File: src/rtl/adr_consts.vh
// Constants for the amplifier diagnostic reporting block.
`ifndef ADR_CONSTS_VH
`define ADR_CONSTS_VH
// =============================================================
// Clock and timing
`define ADR_CLK_MHZ            250
`define ADR_DET_TIME_US        2000
`define ADR_HOLD_TIME_MS       50
`define ADR_DET_CYCLES         (`ADR_DET_TIME_US * `ADR_CLK_MHZ)
`define ADR_HOLD_CYCLES        (`ADR_HOLD_TIME_MS * 1000 * `ADR_CLK_MHZ)
// =============================================================
// Instruction byte fields
`define ADR_IB1_STANDBY_N      0
`define ADR_IB1_CH_DIS         1
`define ADR_IB1_NO_CLIP        5
`define ADR_IB1_NO_OFFS        7
`define ADR_IB2_CH_DIS         1
`define ADR_IB2_DCDET_EN       2
`define ADR_IB2_NO_WARN        4
`define ADR_IB2_NO_CLIP        5
`define ADR_IB3_ACDET_EN       4
`define ADR_IB_RESET           8'h00
// =============================================================
// Result byte fields
`define ADR_DB_OFFSET          2
`define ADR_DB_SHORT           3
`define ADR_DB_OPEN            4
`define ADR_DB_VALID           6
`define ADR_DB_RESET           8'h00
`endif

File: src/rtl/adr_fault_report_pin.v
// Fault flag pins, latched result bytes and load-detect sequencing for an amplifier.
//
// Function
// (RULE_01) Fault and saturation pins are open drain: pull low when asserted, float otherwise.
// (RULE_02) Fault pin goes low on any output short, overcurrent or window trip.
// (RULE_03) Short status bits latch, survive removal, clear when read.
// (RULE_04) One read returns old latched faults; two reads give the current status.
// (RULE_05) Fault pin releases at once when the fault clears, whatever the latches.
// (RULE_06) Host mode: fault pin shows POR, supply, short, heat; offset selectable.
// (RULE_07) Pin mode: both pins report every source they carry, without selection.
// (RULE_08) DC load detection works only in host mode, enabled by instruction bit two-two.
// (RULE_09) DC detection runs before switching starts and lengthens standby-to-mute.
// (RULE_10) Open-load result in bit four of each result byte.
// (RULE_11) Shorted loads in bit three, checked only once operating after detection.
// (RULE_12) DC detection counts a shorted speaker as a speaker load.
// (RULE_13) Valid bit six set after a completed detection; results valid only then.
// (RULE_14) Valid bit cleared on supply fault during detection or on hang-up.
// (RULE_15) Host writes detection enable back to zero after each cycle.
// (RULE_16) Toggling detection enable reruns detection while no channel is enabled.
// (RULE_17) Host bounds detection retries with its own counter and limit.
// (RULE_18) AC load detection in host mode, bit four of byte three, flags saturation pin.
// (RULE_19) Host applies a suitable test tone for AC load detection.
// (RULE_20) Clip flags the saturation pin for channels whose clip-disable bit is zero.
// (RULE_21) Switch-off mutes first, then discharges the ripple ramp capacitor.
// (RULE_22) Slave goes off after discharge; master holds its clock about 50 ms more.
// (RULE_23) An external clock must keep running during the shutdown delay.
// (RULE_24) Offset sets result bit two; fault pin shows it only if selected.
// (RULE_25) Detection time and clock hold are cycle counts from the clock rate.
//
// Timing: every pin and guard input passes a two-stage synchroniser, so a change
// reaches the flag pins and the result bytes three clock edges after it happens.
// The instruction bytes and the read strobe come from logic on this clock and
// are used as they stand.
//
// The flag pins have no memory of their own: they follow the live fault sources,
// while the result bytes keep what happened until the host reads them.
//
// The host bounds its detection retries itself; the block only re-arms a run
// when the enable bit has been low with both channels disabled.
//
// Limitation: the detection and hold times are plain cycle counts, so they scale
// with the clock and must be set again if the oscillator rate changes.

`include "adr_consts.vh"
`timescale 1ns/1ps
`default_nettype none

module adr_fault_report_pin #(
    parameter integer DET_CYCLES  = `ADR_DET_CYCLES,
    parameter integer HOLD_CYCLES = `ADR_HOLD_CYCLES
) (
    input  wire       sys_clk,
    input  wire       arst_n,
    input  wire       clk_en,
    input  wire       host_mode,
    input  wire       master_mode,
    input  wire [7:0] instr_byte_one,
    input  wire [7:0] instr_byte_two,
    input  wire [7:0] instr_byte_three,
    input  wire       result_read,
    input  wire       power_up_pin,
    input  wire       por_event,
    input  wire       undervoltage_guard,
    input  wire       overvoltage_guard,
    input  wire [1:0] overcurrent_guard,
    input  wire [1:0] window_guard,
    input  wire       overtemp_guard,
    input  wire       offset_guard,
    input  wire [1:0] clip_detect,
    input  wire       temp_warning,
    input  wire       ac_current_over,
    input  wire [1:0] open_load_sense,
    input  wire       ramp_discharged,
    input  wire       amp_hang,
    output reg  [7:0] result_byte_one,
    output reg  [7:0] result_byte_two,
    output reg        fault_report_pin_o,
    output reg        fault_report_pin_oe,
    output reg        saturation_flag_pin_o,
    output reg        saturation_flag_pin_oe,
    output reg        detect_busy,
    output reg        switching_en,
    output reg        mute_req,
    output reg        ramp_discharge,
    output reg        osc_run
);

// =============================================================
// Input synchronisers
// All fault inputs come from analog comparators outside the clock domain.
localparam integer NSYNC = 20;
wire [NSYNC-1:0] async_in;
reg  [NSYNC-1:0] sync1_reg;
reg  [NSYNC-1:0] sync2_reg;

// Order matters: the slices below pick the synchronised copies by position.
assign async_in = {power_up_pin,
                   por_event,
                   undervoltage_guard,
                   overvoltage_guard,
                   overcurrent_guard,
                   window_guard,
                   overtemp_guard,
                   offset_guard,
                   clip_detect,
                   temp_warning,
                   ac_current_over,
                   open_load_sense,
                   ramp_discharged,
                   amp_hang,
                   host_mode,
                   master_mode};

always @(posedge sys_clk or negedge arst_n) begin
    if (!arst_n) begin
        sync1_reg <= {NSYNC{1'b0}};
        sync2_reg <= {NSYNC{1'b0}};
    end else if (clk_en) begin
        sync1_reg <= async_in;
        sync2_reg <= sync1_reg;
    end
end

wire       s_pwr    = sync2_reg[19];
wire       s_por    = sync2_reg[18];
wire       s_uv     = sync2_reg[17];
wire       s_ov     = sync2_reg[16];
wire [1:0] s_oc     = sync2_reg[15:14];
wire [1:0] s_win    = sync2_reg[13:12];
wire       s_ot     = sync2_reg[11];
wire       s_offs   = sync2_reg[10];
wire [1:0] s_clip   = sync2_reg[9:8];
wire       s_warn   = sync2_reg[7];
wire       s_ac     = sync2_reg[6];
wire [1:0] s_open   = sync2_reg[5:4];
wire       s_disch  = sync2_reg[3];
wire       s_hang   = sync2_reg[2];
wire       s_host   = sync2_reg[1];
wire       s_master = sync2_reg[0];

// =============================================================
// Sequencer
localparam [2:0] ST_OFF    = 3'h0;
localparam [2:0] ST_DETECT = 3'h1;
localparam [2:0] ST_MUTE   = 3'h2;
localparam [2:0] ST_OPER   = 3'h3;
localparam [2:0] ST_MUTEDN = 3'h4;
localparam [2:0] ST_DISCH  = 3'h5;
localparam [2:0] ST_HOLD   = 3'h6;

reg [2:0]  state_reg;
reg [2:0]  state_next;
reg [31:0] cnt_reg;
reg [31:0] cnt_next;
reg        det_arm_reg;
reg        det_done;
reg        det_abort;

wire supply_fault = s_uv | s_ov;
wire run_req      = s_pwr & instr_byte_one[`ADR_IB1_STANDBY_N];
wire det_en       = s_host & instr_byte_two[`ADR_IB2_DCDET_EN];              // [RULE_08]
wire chans_off    = instr_byte_one[`ADR_IB1_CH_DIS] & instr_byte_two[`ADR_IB2_CH_DIS];

// One counter serves both the detection time and the master clock hold, since
// the two never run at the same time.
always @* begin
    state_next = state_reg;
    cnt_next   = cnt_reg;
    det_done   = 1'b0;
    det_abort  = 1'b0;
    case (state_reg)

        // Standby. With both channels disabled the amplifier stays here between
        // detection runs, so a host retry loop never starts the output stage.
        ST_OFF: begin
            if (run_req && det_en && det_arm_reg) begin                     // [RULE_09]
                state_next = ST_DETECT;
                cnt_next   = 32'h0000_0000;
            end else if (run_req && !det_en && !chans_off) begin            // [RULE_16]
                state_next = ST_MUTE;
            end
        end

        // Load test pulse; a supply trip or a hang-up throws the run away.
        ST_DETECT: begin
            if (supply_fault || s_hang || !run_req) begin
                det_abort  = 1'b1;                                          // [RULE_14]
                state_next = ST_OFF;
            end else if (cnt_reg >= DET_CYCLES - 1) begin                   // [RULE_25]
                det_done   = 1'b1;
                state_next = ST_MUTE;
            end else begin
                cnt_next = cnt_reg + 32'h0000_0001;
            end
        end

        // Output stage switching but muted; the mute bit picks play or mute.
        ST_MUTE: begin
            if (!run_req) begin
                state_next = ST_MUTEDN;
            end else if (!instr_byte_two[0]) begin
                state_next = ST_OPER;
            end
        end

        // Playing. Short status bits may only be latched in this state.
        ST_OPER: begin
            if (!run_req || instr_byte_two[0]) begin
                state_next = ST_MUTEDN;
            end
        end

        // One cycle of mute before deciding to stop or to resume.
        ST_MUTEDN: begin
            if (run_req && !instr_byte_two[0]) begin
                state_next = ST_OPER;
            end else if (!run_req) begin
                state_next = ST_DISCH;                                      // [RULE_21]
            end else begin
                state_next = ST_MUTE;
            end
        end

        // Wait for the ramp capacitor to be empty before leaving.
        ST_DISCH: begin
            if (s_disch) begin
                cnt_next   = 32'h0000_0000;
                state_next = s_master ? ST_HOLD : ST_OFF;                   // [RULE_22]
            end
        end

        // Master only: keep the clock alive so the slaves can shut down.
        ST_HOLD: begin
            if (cnt_reg >= HOLD_CYCLES - 1) begin                           // [RULE_25]
                state_next = ST_OFF;
            end else begin
                cnt_next = cnt_reg + 32'h0000_0001;
            end
        end

        default: state_next = ST_OFF;
    endcase
end

always @(posedge sys_clk or negedge arst_n) begin
    if (!arst_n) begin
        state_reg   <= ST_OFF;
        cnt_reg     <= 32'h0000_0000;
        det_arm_reg <= 1'b1;
    end else if (clk_en) begin
        state_reg <= state_next;
        cnt_reg   <= cnt_next;
        // One detection per enable; a low enable re-arms, only with channels off.
        if (!det_en && chans_off)
            det_arm_reg <= 1'b1;                                            // [RULE_16]
        else if (state_reg == ST_DETECT)
            det_arm_reg <= 1'b0;
    end
end

// =============================================================
// Result bytes and flag pins
// Latched bits: hardware set wins over the read clear in the same cycle.
// A short that is still present during a read therefore shows again on the
// next read, which is how the host tells an old fault from a current one.
// The read clears only the short and offset bits; the open-load results stand
// until the next run completes, and the valid bit until the next run starts, aborts or hangs.
// The flag pins are registered so that every output comes from a flip-flop;
// this costs one cycle of latency against the live fault sources.
wire        operating = (state_reg == ST_OPER);
wire        offs_sel  = !s_host || !instr_byte_one[`ADR_IB1_NO_OFFS];
wire        clip_any  = (s_clip[0] & (!s_host | !instr_byte_one[`ADR_IB1_NO_CLIP])) |
                        (s_clip[1] & (!s_host | !instr_byte_two[`ADR_IB2_NO_CLIP]));   // [RULE_20]
wire        warn_sel  = s_warn & (!s_host | !instr_byte_two[`ADR_IB2_NO_WARN]);
wire        ac_flag   = s_host & instr_byte_three[`ADR_IB3_ACDET_EN] & s_ac;  // [RULE_18]
wire        fault_now = s_por | supply_fault | (|s_oc) | (|s_win) | s_ot |
                        (s_offs & offs_sel);                                // [RULE_02] [RULE_06] [RULE_07] [RULE_24]
wire        sat_now   = s_por | clip_any | warn_sel | ac_flag;              // [RULE_06] [RULE_07]
wire [1:0]  short_set = operating ? (s_oc | s_win) : 2'b00;                 // [RULE_11]
wire [7:0]  rb1_clr   = result_read ? 8'h0c : 8'h00;
wire [7:0]  rb2_clr   = result_read ? 8'h08 : 8'h00;
wire [7:0]  rb1_set;
wire [7:0]  rb2_set;

assign rb1_set = {1'b0, 1'b0, 1'b0, 1'b0, short_set[0], s_host & s_offs, 2'b00};
assign rb2_set = {1'b0, 1'b0, 1'b0, 1'b0, short_set[1], 3'b000};

always @(posedge sys_clk or negedge arst_n) begin
    if (!arst_n) begin
        result_byte_one        <= `ADR_DB_RESET;
        result_byte_two        <= `ADR_DB_RESET;
        fault_report_pin_o     <= 1'b0;
        fault_report_pin_oe    <= 1'b0;
        saturation_flag_pin_o  <= 1'b0;
        saturation_flag_pin_oe <= 1'b0;
        detect_busy            <= 1'b0;
        switching_en           <= 1'b0;
        mute_req               <= 1'b1;
        ramp_discharge         <= 1'b0;
        osc_run                <= 1'b0;
    end else if (clk_en) begin
        result_byte_one <= (result_byte_one & ~rb1_clr) | rb1_set;          // [RULE_03] [RULE_04]
        result_byte_two <= (result_byte_two & ~rb2_clr) | rb2_set;          // [RULE_03]
        if (det_done) begin
            // A shorted speaker shows as a speaker load: open bit stays zero.
            result_byte_one[`ADR_DB_OPEN]  <= s_open[0];                    // [RULE_10] [RULE_12]
            result_byte_two[`ADR_DB_OPEN]  <= s_open[1];                    // [RULE_10]
            result_byte_one[`ADR_DB_VALID] <= 1'b1;                         // [RULE_13]
        end else if (det_abort || (s_hang && state_reg != ST_OFF) ||
                     state_next == ST_DETECT) begin
            result_byte_one[`ADR_DB_VALID] <= 1'b0;                         // [RULE_14]
        end

        // Open drain: the data bit stays low and only the enable moves.
        fault_report_pin_o     <= 1'b0;
        fault_report_pin_oe    <= fault_now;                                // [RULE_01] [RULE_05]
        saturation_flag_pin_o  <= 1'b0;
        saturation_flag_pin_oe <= sat_now;                                  // [RULE_01]

        // Status levels are taken from the next state so they line up with it.
        detect_busy            <= (state_next == ST_DETECT);
        switching_en           <= (state_next == ST_MUTE) || (state_next == ST_OPER) ||
                                  (state_next == ST_MUTEDN);
        mute_req               <= (state_next != ST_OPER);                  // [RULE_21]
        ramp_discharge         <= (state_next == ST_DISCH);
        osc_run                <= (state_next != ST_OFF) && (state_next != ST_HOLD || s_master); // [RULE_22]
    end
end

endmodule
`default_nettype wire

File: config.mk
export PLATFORM = sky130hd
export DESIGN_NAME = adr_fault_report_pin
export DESIGN_NICKNAME = d
export VERILOG_FILES = /design/src/rtl/adr_fault_report_pin.v
export VERILOG_INCLUDE_DIRS = /design/src /design/src/rtl
export SDC_FILE = /design/constraint.sdc
export NUM_CORES = 1
export LEC_CHECK = 0
export BUFFER_PORTS_ARGS = -buffer_cell sky130_fd_sc_hd__buf_2
export CELL_PAD_IN_SITES_DETAIL_PLACEMENT = 1
export CELL_PAD_IN_SITES_GLOBAL_PLACEMENT = 1
export CORE_MARGIN = 8
export CORE_UTILIZATION = 44
export CTS_CLUSTER_SIZE = 10
export DETAILED_ROUTE_END_ITERATION = 8
export GPL_ROUTABILITY_DRIVEN = 0
export GPL_TIMING_DRIVEN = 0
export PLACE_DENSITY_LB_ADDON = 0.1
export SETUP_SLACK_MARGIN = 0.2
export SLEW_MARGIN = 20
export SYNTH_ARGS = -nofsm -noshare
export SYNTH_HDL_FRONTEND = slang
export SYNTH_SLANG_ARGS = --single-unit
File: constraint.sdc
create_clock -name sys_clk -period 3.59 [get_ports sys_clk]
set_input_delay 0.5385 -clock sys_clk [delete_from_list [all_inputs] [get_ports sys_clk]]
set_output_delay 0.5385 -clock sys_clk [all_outputs]
set_load 0.02 [all_outputs]
Word level (Yosys, flattened, before mapping). Cells that the tools add are included.

Flip-flop bits (word level): 99. Bits of input ports: 48. Output and inout port bits: 25. Logic and storage cells: 133.

Add/subtract/negate cells: 1. Order comparisons: 2. Eq/ne operators: 18. Multiplexer cells: 33. Bitwise logic cells: 30. Reduce and logical (&&, ||, !) cells: 35.

Operator list (number): 2-to-1 mux 32 bit (5); case mux 32 bit (4 select lines) (1); 2-to-1 mux 3 bit (12); adder 32 x 1 -> 32 bit, second input constant (1); >= comparator 32 x 19 -> 1 bit, second input constant (1); >= comparator 32 x 24 -> 1 bit, second input constant (1); case mux 3 bit (7 select lines) (1); AND 8 bit (2); NOT 4 -> 8 bit (2); OR 8 x 4 -> 8 bit (2); == test 3 bit, second input constant (5); OR 1 bit (13); == test 3 x 2 -> 1 bit, second input constant (4); 2-to-1 mux 1 bit (11); AND 1 bit (10); != test 2 bit, second input constant (5); logical NOT 1 bit (9); logical OR 1 bit (9); logical AND 1 bit (8); 2-to-1 mux 4 bit (2); AND reduction 7 bit (1); == test 3 x 1 -> 1 bit, second input constant (2); nonzero test 3 bit (2); nonzero test 4 bit (1); 8 further kinds (9).

Logic depth before layout (Yosys ltp).
Word-level depth: 11. Gate-level depth with buffers: 10. Gate-level depth less buffers: 7.

Worst setup path after synthesis. No wires, ideal clock.

Kind: register to register. Start point: register cnt_reg[0]. End point: register cnt_reg[20]. Setup time: 0.078 ns. Arrival time: 2.448 ns. Data required time: 3.512 ns. Path slack: 1.064 ns. Stages on the path, launching flop included: 10. Buffers on the path: 2. Period minus slack after synthesis: 2.526 ns. Path through: dfrtp_1 -> ha_1 -> and4_1 -> clkbuf_1 -> o2111ai_1 -> a21boi_1 -> a211o_1 -> buf_2 -> or4_1 -> a21oi_1.

Longest elaborated chain between the ends: 4. Elaborated cells between the ends (all ways): 10. Classes of those cells: 1 x add/sub; 2 x order compare; 2 x eq/ne; 4 x mux; 1 x reduce/logical.

Ends and longest elaborated chain: from (decl) (RTL line adr_fault_report_pin.v:153) `reg [31:0] cnt_reg;`; from (signal assigned) (RTL line adr_fault_report_pin.v:252) `cnt_reg <= cnt_next;`; adder 32 x 1 -> 32 bit (RTL line adr_fault_report_pin.v:193, adr_fault_report_pin.v:237); 2-to-1 mux 32 bit (RTL line adr_fault_report_pin.v:189) `end else if (cnt_reg >= DET_CYCLES - 1) begin`; 2-to-1 mux 32 bit (RTL line adr_fault_report_pin.v:186) `if (supply_fault || s_hang || !run_req) begin`; case mux 32 bit (4 select lines) (RTL line adr_fault_report_pin.v:171) `case (state_reg)`.

Several ways; a longest one is shown, not always the timed one. The select of a mux whose other input is x is not followed. A chain may end at the register's enable or synchronous reset.

Worst setup path in the final report.
Start point: register cnt_reg[0]. End point: register cnt_reg[6].

The elaborated chain is that of the path after synthesis.

==> results.yml <==
critical_path:
  ff2ff_setup_slack_ns: 0.48
  required_ns: 3.81
  worst_r2r_path_depth: 10
  r2r-start: "cnt_reg[0]"
  worstSetupPathType: "reg -> reg"
  critPathMaxFanout: 10
  crit_path_end_kind: "flop"
  r2r-end: "cnt_reg[6]"
  critPathArrivalTime_ns: 3.33
  start_kind: "flop"
clocking:
  cts_buffers: 9
  clk_latency_ns: 0.37
  cts_hold_buffers: 0
  postCtsSetupRepairBufs: 0
  path_clk_slew_ns: 0.09
  post_cts_resized: 0
  cts_root_buf: "clkbuf_8"
  cts_sinks: 89
  clockBufferDepth: 2
  tritoncts: "done"
  htree_levels: 3
sta:
  hold_viol_final: 0
  relSlewSlack_pct: 43.83
  maxSlewViolCount: 0
  rsz0062_at_grt: "false"
  setup_viol: 0
  fin_crit_sh_pct: 86.62
  tns_ns: 0
  timing.fmax_ghz: 0.3216
  clock_skew_ns: 0.008780
  hold_ws_ns: 0.08736
  period_needed_ns: 3.110
  worst_pin_slew_ns: 0.8308
layout:
  drive_above_1_share_pct: 25.87
  nNetsFinal: 536
  layout_commonest_cell: "dfrtp_1"
  diodes: 0
  largest_reg_flops: 32
  layout_common_cells: "dfrtp_1, buf_2, mux2_2"
  nFillCells: 1133
  synthToLayoutAreaGrowth_pct: 14.32
floorplan:
  dieWidth_um: 116.4
  die_h_um: 116.4
  coreArea_sq_um: 9774
  dieArea_sq_um: 13560
  start_util_pct: 45.42
  io_pins: 73
  fp-row-count: 36
global_routing:
  overflow: 0
  grt_max_degree: 46
  grt_pass1_wl_um: 19470
  grtUsageTotal_pct: 18.37
  grt_pass1_vias: 3808
  antenna_found_initial: 1
routing:
  wirelength_um: 11390
  vias: 3542
  route.detailed.drc: 0
  avgRoutedWirePerCell_um: 18.25
  first_iter_violations: 136
  vias_per_cell: 5.676
  top_layer: "met5"
  met1_length_um: 4993
  final_antenna_net_count: 0
  drtPass1Iterations: 4
  wl_met3_um: 441
  wl_met2_um: 5823
power:
  pwr-share-comb_pct: 23.9
  seqPwrFrac_pct: 50.2
  power.net_switching_uw: 818.2
  intPower_uw: 1593
  ir_drop_v: 0.0004128
  p_sw_share_pct: 33.93
  power_density_nw_per_um2: 475.2
  p_leak_uw: 0.002193
  clockPowerShare_pct: 25.9
logic_synthesis:
  yosysTopAreaCell: "dfrtp_1"
  synth.distinct_cells: 64
  synth_flop_cell: "dfrtp_1"
  seq_area_frac_synth_pct: 50.23
  async_reset_ff_share_pct: 100.0
  avgSynthCellArea_sq_um: 10.59
  synth-edff-count: 0
  syn-cell-area_sq_um: 4439
  synth-seq-cells: 89
  synth_top_area_share_pct: 49.04
  syn_inst: 419
  synthTopCellsByArea: "dfrtp_1, mux2_2, o31ai_1"
  ys.warnings.count: 0
job:
  drv_cap: 0
status:
  status: "finished, final reports clean"
min_path:
  hold_path_class: "in -> async"
place:
  dp_hpwl_um: 8624
  port_buffers: 45
==> synthesized netlist by cell type, types with 5 or more instances <==
master	count
a21oi_1	25
and2_1	13
buf_4	12
clkbuf_1	16
dfrtp_1	87
inv_1	9
mux2_2	40
nand2_1	32
nand2b_1	5
nand3_1	12
nand4_1	8
nor2_1	21
nor3_1	7
nor4_1	5
o21ai_0	8
o31ai_1	17
or4_1	17
==> logic make-up after synthesis <==
group,synth area share [%]
buf+inv,4.679
other cells,0.08447
fa+ha+maj,0.2818
mux,11.61
compound gates,15.59
flops,50.23
simple gates,17.53
==> how the worst max path moves through the flow <==
| stage | depth (start not counted) | from | to | slack [ns] |
|---|---|---|---|---|
| final | 10 | cnt_reg[0] | cnt_reg[6] | 0.48 |
| after floorplan | 9 | cnt_reg[0] | cnt_reg[20] | 1.06 |
| after global routing | 10 | cnt_reg[0] | cnt_reg[6] | 0.26 |
| after CTS | 10 | cnt_reg[0] | cnt_reg[6] | 0.47 |
| after global placement | 10 | cnt_reg[0] | cnt_reg[23] | 0.60 |
| after detailed placement | 10 | cnt_reg[0] | cnt_reg[6] | 0.51 |
==> through the flow <==
step / util [%] / power [uW] / instance area, sq um / setup slack [ns] / std cells
CTS: 51.92 / 2450 / 5075 / 0.4738 / 624
detailed placement: 50.19 / 1812 / 4906 / 0.5081 / 609
floorplan: - / 1597 / 4481 / 1.064 / 430
global placement: 49.85 / 1788 / 4872 / 0.6030 / 608
global route: 51.92 / 2559 / 5075 / 0.2561 / 624
finish: 51.92 / 2411 / 5075 / 0.4804 / 624
==> critical path: stages, from the launching register on <==
cell and delay, ns:
dfrtp_1 0.45, ha_1 0.25, and4_1 0.22, clkbuf_1 0.24, o2111ai_1 0.37, a21boi_1 0.14
a211o_1 0.32, buf_2 0.19, clkbuf_1 0.27, o311ai_1 0.37, o41ai_1 0.14
==> layer usage <==
metal	vias up	global-route usage [%]
li1	1682	-
met3	12	5.533
met1	1783	22.55
met5	-	0
met2	63	30.97
met4	2	4.322
==> final cells by class <==
class                      instances  area (sq um)  area share (%)
buffer                            32         170.2           3.353
tap                              133         166.4           3.279
inverter                          10         37.54          0.7396
clock buffer                      10         127.6           2.515
clock inverter                     5         41.29          0.8136
multi-input combinational        299          2043           40.26
sequential                        89          2230           43.93
timing repair buffer              46         259.0           5.104
==> power groups by stage <==
stage / Clock, uW / Combinational (uW) / Sequential (uW)
finish: 626 / 576 / 1210
global route: 690 / 642 / 1230
CTS: 653 / 585 / 1210
floorplan: 0 / 359 / 1240
global placement: 0 / 563 / 1230
detailed placement: 0 / 582 / 1230
(Power assumes the default switching activity.)
